### config.mk
export PLATFORM = sky130hd
export DESIGN_NAME = dsp_port_decode
export DESIGN_NICKNAME = d
export VERILOG_FILES = /design/src/design/dsp_pkg.sv /design/src/design/dsp_rate_gen.sv /design/src/design/dsp_port_decode.sv
export SDC_FILE = /design/constraint.sdc
export NUM_CORES = 1
export LEC_CHECK = 0
export CELL_PAD_IN_SITES_DETAIL_PLACEMENT = 1
export CELL_PAD_IN_SITES_GLOBAL_PLACEMENT = 1
export CORE_ASPECT_RATIO = 0.9
export CORE_MARGIN = 2
export CORE_UTILIZATION = 54
export DETAILED_ROUTE_END_ITERATION = 16
export DONT_BUFFER_PORTS = 1
export GPL_TIMING_DRIVEN = 0
export PLACE_DENSITY = 0.87
export SLEW_MARGIN = 15
export SYNTH_ARGS = -nofsm -noshare
export SYNTH_HDL_FRONTEND = slang
export SYNTH_SLANG_ARGS = --single-unit
export TNS_END_PERCENT = 100
### constraint.sdc
create_clock -name mclk_i -period 6.3 [get_ports mclk_i]
set_input_delay 0.63 -clock mclk_i [delete_from_list [all_inputs] [get_ports mclk_i]]
set_output_delay 0.63 -clock mclk_i [all_outputs]
set_load 0.03 [all_outputs]
### src/design/dsp_pkg.sv
// Shared constants and types for the dual serial board port decode.
package dsp_pkg;

    // Host I/O bus: address and data widths.
    localparam int ADDR_W    = 8;
    localparam int DATA_W    = 8;
    localparam int STRAP_W   = 5;
    localparam int SEL_W     = 3;

    // Low address field positions inside the selected block of eight.
    localparam int SEL_RATE_BIT = 2;     // One here selects the rate register.
    localparam int SEL_CHAN_BIT = 1;     // Zero is channel A, one channel B.
    localparam int SEL_CTRL_BIT = 0;     // Zero is data, one control/status.

    // Rate register layout and reset value.
    localparam int RATE_A_LSB = 4;
    localparam int RATE_B_LSB = 0;
    localparam int RATE_W     = 4;
    localparam logic [DATA_W-1:0] RATE_RST = 8'h00;

    // Interrupt sources: four per channel, eight vectors in all.
    localparam int NUM_SRC   = 8;
    localparam int CODE_W    = 3;
    localparam int VEC_LSB   = 1;        // Code sits in vector bits 3..1.

    // Rate clock table, in bit clock Hz, one entry per 4-bit code.
    localparam int unsigned RATE_HZ [16] = '{
        50, 75, 110, 150, 300, 600, 800, 1200,
        2400, 4800, 9600, 19200, 38400, 76800, 153600, 307200
    };
    localparam int unsigned CLK_HZ_DEF = 100_000_000;
    localparam int          DIV_W      = 24;

    // Host I/O bus request, as sampled on the system clock.
    typedef struct packed {
        logic [ADDR_W-1:0] addr;
        logic [DATA_W-1:0] wdata;
        logic              iorq_n;
        logic              rd_n;
        logic              wr_n;
        logic              m1_n;
    } dsp_bus_t;

    // Interrupt sequencer states, Gray coded from idle through request to service.
    typedef enum logic [1:0] {
        DSP_IDLE = 2'b00,
        DSP_REQ  = 2'b01,
        DSP_SVC  = 2'b11
    } dsp_irq_st_t;

    // Pick the highest-priority pending source; index 0 ranks first.
    function automatic logic [CODE_W-1:0] dsp_first(
        input logic [NUM_SRC-1:0] pend
    );
        logic [CODE_W-1:0] code;
        code = '0;
        for (int i = NUM_SRC - 1; i >= 0; i--)
        begin
            if (pend[i])
            begin
                code = CODE_W'(i);
            end
        end
        return code;
    endfunction

endpackage

### src/design/dsp_rate_gen.sv
// One channel's programmable bit clock, as a one-cycle enable pulse.
`timescale 1ns/1ns
module dsp_rate_gen #(
    parameter int unsigned CLK_HZ = dsp_pkg::CLK_HZ_DEF
) (
    // Clock and synchronised reset.
    input  wire logic                      mclk_i,
    input  wire logic                      rst_n_i,
    // Rate code from the rate register.
    input  wire logic [dsp_pkg::RATE_W-1:0] code_i,
    // Bit clock enable.
    output logic                           tick_o
);

    typedef struct packed {
        logic [dsp_pkg::DIV_W-1:0]  cnt;
        logic [dsp_pkg::RATE_W-1:0] code;
        logic                       tick;
    } dsp_rg_st_t;

    dsp_rg_st_t                 st_ff;
    dsp_rg_st_t                 nxt_st;
    logic [dsp_pkg::DIV_W-1:0]  div_tab [16];

    // Divisors fold to constants, so no divider is built.
    for (genvar i = 0; i < 16; i++)
    begin : g_div
        assign div_tab[i] = dsp_pkg::DIV_W'(
            (CLK_HZ / dsp_pkg::RATE_HZ[i] > 1) ?
            CLK_HZ / dsp_pkg::RATE_HZ[i] : 1);
    end

    // Count up one bit period; a new code restarts the period so a
    // rate change never leaves a shortened first bit.
    always_comb
    begin
        nxt_st      = st_ff;
        nxt_st.tick = 1'b0;
        nxt_st.code = code_i;
        if (code_i != st_ff.code)
        begin
            nxt_st.cnt = '0;
        end
        else if (st_ff.cnt >= div_tab[code_i] - 1'b1)
        begin
            nxt_st.cnt  = '0;
            nxt_st.tick = 1'b1;
        end
        else
        begin
            nxt_st.cnt = st_ff.cnt + 1'b1;
        end
    end

    // State register.
    always_ff @(posedge mclk_i or negedge rst_n_i)
    begin
        if (!rst_n_i)
        begin
            st_ff <= '0;
        end
        else
        begin
            st_ff <= nxt_st;
        end
    end

    assign tick_o = st_ff.tick;

endmodule

### src/design/dsp_port_decode.sv
// Host port decode, rate register and vectored interrupt daisy chain.
`timescale 1ns/1ns
// Contract
// - Respond to I/O cycles only when upper five bits match straps.
// - Low bits pick channel data or control ports.
// - Bit two high always selects rate register.
// - Upper nibble rates channel A, lower B.
// - Eight programmable vectors, daisy chained priority.
// - Rates span 50 to 307.2K baud.
module dsp_port_decode #(
    parameter int unsigned CLK_HZ = dsp_pkg::CLK_HZ_DEF
) (
    // Clock and reset.
    input  wire logic                          mclk_i,
    input  wire logic                          nrst_i,
    // Host I/O bus.
    input  wire dsp_pkg::dsp_bus_t             bus_i,
    input  wire logic [dsp_pkg::STRAP_W-1:0]   strap_i,
    output logic [dsp_pkg::DATA_W-1:0]         data_o,
    output logic                               data_oe_o,
    // Serial controller port selects and its read data.
    output logic                               cs_a_data_o,
    output logic                               cs_a_ctrl_o,
    output logic                               cs_b_data_o,
    output logic                               cs_b_ctrl_o,
    input  wire logic [dsp_pkg::DATA_W-1:0]    ch_rdata_i,
    // Bit clocks.
    output logic [dsp_pkg::RATE_W-1:0]         rate_sel_a_o,
    output logic [dsp_pkg::RATE_W-1:0]         rate_sel_b_o,
    output logic                               rate_tick_a_o,
    output logic                               rate_tick_b_o,
    // Interrupt events, vector base and daisy chain.
    input  wire logic [dsp_pkg::NUM_SRC-1:0]   event_i,
    input  wire logic [dsp_pkg::DATA_W-1:0]    vec_base_i,
    input  wire logic                          reti_i,
    input  wire logic                          iei_i,
    output logic                               ieo_o,
    output logic                               int_n_o,
    output logic                               int_n_oe_o
);

    typedef struct packed {
        logic [dsp_pkg::DATA_W-1:0]  rate;
        logic [dsp_pkg::DATA_W-1:0]  rdata;
        logic                        rd_oe;
        logic                        io_prev;
        logic [dsp_pkg::NUM_SRC-1:0] pend;
        logic [dsp_pkg::CODE_W-1:0]  code;
        dsp_pkg::dsp_irq_st_t        irq;
    } dsp_pd_st_t;

    dsp_pd_st_t                  st_ff;
    dsp_pd_st_t                  nxt_st;
    logic [1:0]                  rst_sync_ff;
    logic                        rst_n;
    logic                        io_cyc;
    logic                        hit;
    logic                        io_start;
    logic                        inta;
    logic                        inta_start;
    logic [dsp_pkg::SEL_W-1:0]   sel;

    // Reset takes hold asynchronously but is released on the clock.
    // Only the second flop is read, so nothing sees a half-made release.
    always_ff @(posedge mclk_i or negedge nrst_i)
    begin
        if (!nrst_i)
        begin
            rst_sync_ff <= 2'h0;
        end
        else
        begin
            rst_sync_ff <= {rst_sync_ff[0], 1'b1};
        end
    end
    assign rst_n = rst_sync_ff[1];

    // Bus cycle classification; M1 with IORQ is an acknowledge.
    assign sel        = bus_i.addr[dsp_pkg::SEL_W-1:0];
    assign io_cyc     = !bus_i.iorq_n && bus_i.m1_n &&
                        (!bus_i.rd_n || !bus_i.wr_n);
    assign inta       = !bus_i.iorq_n && !bus_i.m1_n;
    assign hit        = io_cyc &&
                        (bus_i.addr[dsp_pkg::ADDR_W-1:dsp_pkg::SEL_W]
                         == strap_i);
    assign io_start   = (io_cyc || inta) && !st_ff.io_prev;
    assign inta_start = inta && !st_ff.io_prev;

    // Port selects last for the whole cycle, as the controller expects.
    // Channel port decode.
    always_comb
    begin
        cs_a_data_o = 1'b0;
        cs_a_ctrl_o = 1'b0;
        cs_b_data_o = 1'b0;
        cs_b_ctrl_o = 1'b0;
        if (hit && !sel[dsp_pkg::SEL_RATE_BIT])
        begin
            unique case (sel[1:0])
                2'h0: cs_a_data_o = 1'b1;
                2'h1: cs_a_ctrl_o = 1'b1;
                2'h2: cs_b_data_o = 1'b1;
                2'h3: cs_b_ctrl_o = 1'b1;
            endcase
        end
    end

    // Next state: rate register, read data, interrupt sequencing.
    always_comb
    begin
        nxt_st         = st_ff;
        nxt_st.io_prev = io_cyc || inta;
        if (!(io_cyc || inta))
        begin
            nxt_st.rd_oe = 1'b0;
        end
        // Any address with bit two set.
        if (io_start && hit && sel[dsp_pkg::SEL_RATE_BIT] && !bus_i.wr_n)
        begin
            nxt_st.rate = bus_i.wdata;
        end
        // The rate register is write only, so of the reads only channel reads drive.
        if (io_start && hit && !sel[dsp_pkg::SEL_RATE_BIT] && !bus_i.rd_n)
        begin
            nxt_st.rdata = ch_rdata_i;
            nxt_st.rd_oe = 1'b1;
        end
        // Sticky requests, latched whether or not the chain allows.
        nxt_st.pend = st_ff.pend | event_i;
        unique case (st_ff.irq)
            dsp_pkg::DSP_IDLE:
            begin
                if (|st_ff.pend)
                begin
                    nxt_st.irq = dsp_pkg::DSP_REQ;
                end
            end
            dsp_pkg::DSP_REQ:
            begin
                // Only the first edge of an acknowledge acts, so a long
                // acknowledge cycle never hands out two sources.
                // Vector placed only when chain input is high.
                if (inta_start && iei_i)
                begin
                    nxt_st.code  = dsp_pkg::dsp_first(st_ff.pend);
                    nxt_st.pend  = (st_ff.pend &
                        ~(dsp_pkg::NUM_SRC'(1) <<
                          dsp_pkg::dsp_first(st_ff.pend))) | event_i;
                    nxt_st.rdata = vec_base_i;
                    nxt_st.rdata[dsp_pkg::VEC_LSB +: dsp_pkg::CODE_W] =
                        dsp_pkg::dsp_first(st_ff.pend);
                    nxt_st.rd_oe = 1'b1;
                    nxt_st.irq   = dsp_pkg::DSP_SVC;
                end
            end
            dsp_pkg::DSP_SVC:
            begin
                // Lower devices stay blocked until return from service.
                if (reti_i)
                begin
                    nxt_st.irq = dsp_pkg::DSP_IDLE;
                end
            end
            default:
            begin
                nxt_st.irq = dsp_pkg::DSP_IDLE;
            end
        endcase
    end

    // State register.
    always_ff @(posedge mclk_i or negedge rst_n)
    begin
        if (!rst_n)
        begin
            st_ff      <= '0;
            st_ff.rate <= dsp_pkg::RATE_RST;
            st_ff.irq  <= dsp_pkg::DSP_IDLE;
        end
        else
        begin
            st_ff <= nxt_st;
        end
    end

    // Bus data and daisy chain outputs.
    assign data_o     = st_ff.rdata;
    assign data_oe_o  = st_ff.rd_oe && (io_cyc || inta);
    // The interrupt line is open drain: the pin only ever pulls low, and
    // dropping the enable releases it to the pull-up.
    assign int_n_o    = 1'b0;
    // Request pulls the shared line low only while chain input is high.
    assign int_n_oe_o = (st_ff.irq == dsp_pkg::DSP_REQ) && iei_i;
    // Chain out drops as soon as a source is pending, so a lower device
    // never answers an acknowledge that belongs to this board.
    assign ieo_o      = iei_i && (st_ff.irq == dsp_pkg::DSP_IDLE) &&
                        !(|st_ff.pend);

    // Upper nibble channel A, lower nibble channel B.
    assign rate_sel_a_o = st_ff.rate[dsp_pkg::RATE_A_LSB +: dsp_pkg::RATE_W];
    assign rate_sel_b_o = st_ff.rate[dsp_pkg::RATE_B_LSB +: dsp_pkg::RATE_W];

    // One bit clock per channel, rates independent of each other.
    dsp_rate_gen #(
        .CLK_HZ (CLK_HZ)
    ) u_rate_a (
        .mclk_i (mclk_i),
        .rst_n_i(rst_n),
        .code_i (rate_sel_a_o),
        .tick_o (rate_tick_a_o)
    );

    dsp_rate_gen #(
        .CLK_HZ (CLK_HZ)
    ) u_rate_b (
        .mclk_i (mclk_i),
        .rst_n_i(rst_n),
        .code_i (rate_sel_b_o),
        .tick_o (rate_tick_b_o)
    );

endmodule

==> run summary <==
clock root buffer - clkbuf_16
synthesized area - 6720 sq um
share of layout cells above drive strength 1 - 0.0959
Final Instance Count excl. Fillers - 921
Crit path arrival time - 5010 ps
Total Wirelength - 18.7 mm
H-tree levels - 3
num rows - 38
n_diodes - 0
Clock power frac - 0.341
Syn Area/Cell - 9.10 sq um
xor/xnor share of the synthesized area - 0.0925
Max-cap violations - 0
commonest non-fill, non-tap cell in the layout - dfrtp_1
RSZ-0062 raised after global routing - false
Crit Path Category - reg -> reg
worst slew pin tran - 1100 ps
Leak Pwr - 3.32 nW
nets@finish - 875
outcome - completed
combinational share of power - 0.252
biggest area consumer among synthesized cells - dfrtp_1
Pint - 1.13 mW
DRC Markers - 0
crit share post-route - 0.761
largest family of logic cells by synthesized area - simple AND/OR/NAND/NOR gates
vias in the first global route - 6020
gr usage total - 0.295
Netlist cell types - 65
Initial Utilization - 0.554
Die Ht - 110 um
DR WL/cell - 20.3 um
detailed-route via count - 5760
HP Class - reg -> async
dpl cells - 905
setup bufs post-CTS - 0
Net Switching - 557 uW
via/cell ratio - 6.25
sequential-to-total area share from yosys stat - 0.328
post-synth top area share - 0.328
Mapped Cells - 739
VDD IR-drop max - 0.207 mV
CP Max Fanout - 10
register bit count reported by yosys - 88
first-pass GRT wire length - 30.8 mm
skew final - 8.36 ps
sequential share of power - 0.406
CP Capture Type - flop
commonest non-fill, non-tap cells in the layout - dfrtp_1 (87), nor3_1 (66), ha_1 (65), nand2_1 (64), xor2_1 (46)
setup_tns - 0 ps
P&R area growth vs syn - 8.49%
Post-Synth Adder-Cell Area - 0.121
Worst Path Required - 6510 ps
Synth Area in Compound Gates - 0.122
post-synthesis mux area share - 0.0651
switching share of power - 0.330
port bufs - 0
dpl hpwl - 14.0 mm
Synth Warn # - 0
crit path time final - 4790 ps
clk buf depth - 2
I/O pins - 79
Post-Synth Simple-Gate Area - 0.216
initial antenna violation count - 0
Worst slew margin - 0.259
Final Setup Violations - 0
Startpoint Class - flop
final hold violation count - 0
Post-DRT Antenna Nets - 0
pwr dens - 232 nW/um^2
Async SR Flop Fraction - 1.00
clock sink count - 88
area of the core - 12100 sq um
pin count of the biggest net entering global routing - 56
TritonCTS buffer count - 9
DR pass1 iterations - 4
Area contributors post-synth - dfrtp_1 (33%), ha_1 (12%), xor2_1 (6.0%), nor3_1 (4.9%), nand2_1 (3.6%)
number of synthesized flops with an enable pin - 0
CTS tree - done
CTS clk-pin slew, worst paths - 60 ps
grt total ovfl - 0
ys flop type - dfrtp_1
Die X - 122 um
area of the die - 13400 sq um
gpl congestion - 0.909
Clock Latency Late Sink - 360 ps
Fmax achieved - 209 MHz
Final Slew Violations - 0
iteration-0 DRC count of the detailed router - 293
kinds of logic after synthesis:
kind of cell             after synthesis
AND/OR/NAND/NOR                      276
AO/OA/AOI/OAI                        126
flip-flops                            88
buffers and inverters                 76
XOR/XNOR                              71
adder cells (fa/ha/maj)               65
multiplexers                          35
other                                  2
cell usage after synthesis (7+ instances only):
cell type and n:
nand2_1 64, mux2i_1 19, o211ai_1 8, nand2b_1 12
xor2_1 46, nand3b_1 7, nor2_1 31, buf_2 7
clkbuf_1 18, mux2_2 10, nand4_1 17, nand3_1 28
o21ai_0 29, ha_1 65, xnor2_1 25, a31oi_1 7
and3_1 10, nor4_1 7, inv_1 26, a21oi_1 34
nor3_1 66, dfrtp_1 88, buf_4 19, and4_1 7
final timing paths:
kind                       slack, ps  depth (start not counted)                         from                      endpoint
min in group mclk_i              350                          0     rst_sync_ff[0]$_DFF_PN0_      rst_sync_ff[1]$_DFF_PN0_
min reg2reg                      280                          0     rst_sync_ff[1]$_DFF_PN0_  u_rate_a.st_ff[13]$_DFF_PN0_
max in group asynchronous       5400                          1     rst_sync_ff[1]$_DFF_PN0_  u_rate_b.st_ff[13]$_DFF_PN0_
max reg2reg                     1510                         16  rate_sel_a_o[1]$_DFFE_PN0P_  u_rate_a.st_ff[25]$_DFF_PN0_
max                             1510                         16  rate_sel_a_o[1]$_DFFE_PN0P_  u_rate_a.st_ff[25]$_DFF_PN0_
min                              280                          0     rst_sync_ff[1]$_DFF_PN0_  u_rate_a.st_ff[13]$_DFF_PN0_
critical path, cell delays in order (launching register included):
cell	delay (ps)
dfrtp_1	480
clkbuf_1	440
inv_1	180
ha_1	420
or2_2	350
nand2_1	90
a21oi_1	100
ha_1	280
a311oi_1	490
nor3_1	140
xnor2_1	170
ha_1	280
o211ai_1	70
o21ai_0	240
a41o_1	350
clkbuf_1	430
nor3_1	150
flip-flops by register name, indices dropped and copies added (netlist names):
signal and flops:
rate_sel_a_o 4, rst_sync_ff 2, data_o 8, rate_sel_b_o 4, u_rate_b.tick_o 1, u_rate_b.st_ff 28
st_ff 12, u_rate_a.tick_o 1, u_rate_a.st_ff 28
layout make-up:
type                            count  area (sq um)
Fill cell                        1441          4830
Clock buffer                       10           229
Sequential cell                    88          2210
Tap cell                          160           200
Inverter                           27           101
Multi-Input combinational cell    580          4170
Buffer                             49           265
Clock inverter                      5          81.3
Timing Repair Buffer                2          37.5
metrics by stage:
| stage | worst slack (ps) | power (mW) | hold WS [ps] | area, sq um | util |
|---|---|---|---|---|---|
| 2_1_floorplan | 2500 | 0.996 | 331 | 6740 | - |
| 3_3_place_gp | 1820 | 1.07 | 334 | 6940 | 0.573 |
| 3_5_place_dp | 1550 | 1.11 | 299 | 6970 | 0.575 |
| 4_1_cts | 1510 | 1.70 | 301 | 7290 | 0.602 |
| 5_1_grt | 1140 | 1.77 | 325 | 7290 | 0.602 |
| 6_report | 1510 | 1.69 | 279 | 7290 | 0.602 |
metal layers:
metal,up-vias,share of wire,global-route usage
met5,-,0,0
met4,0,0.028,0.117
met1,2896,0.42,0.361
met2,138,0.51,0.512
met3,42,0.041,0.0638
li1,2684,-,-
what timing repair did:
item	4_1_cts	5_1_grt
hold endpoints to repair	2	0
resized for setup	0	0
hold buffers	1	0
endpoints found under the setup margin	0	0
power by group through the flow:
stage | registers [mW] | logic [mW] | clock network [mW]
after floorplan | 0.674 | 0.321 | 0
after global placement | 0.695 | 0.379 | 0
after detailed placement | 0.694 | 0.416 | 0
after CTS | 0.686 | 0.427 | 0.585
after global routing | 0.693 | 0.479 | 0.603
final | 0.686 | 0.426 | 0.577
Power figures use the tool's default switching activity.
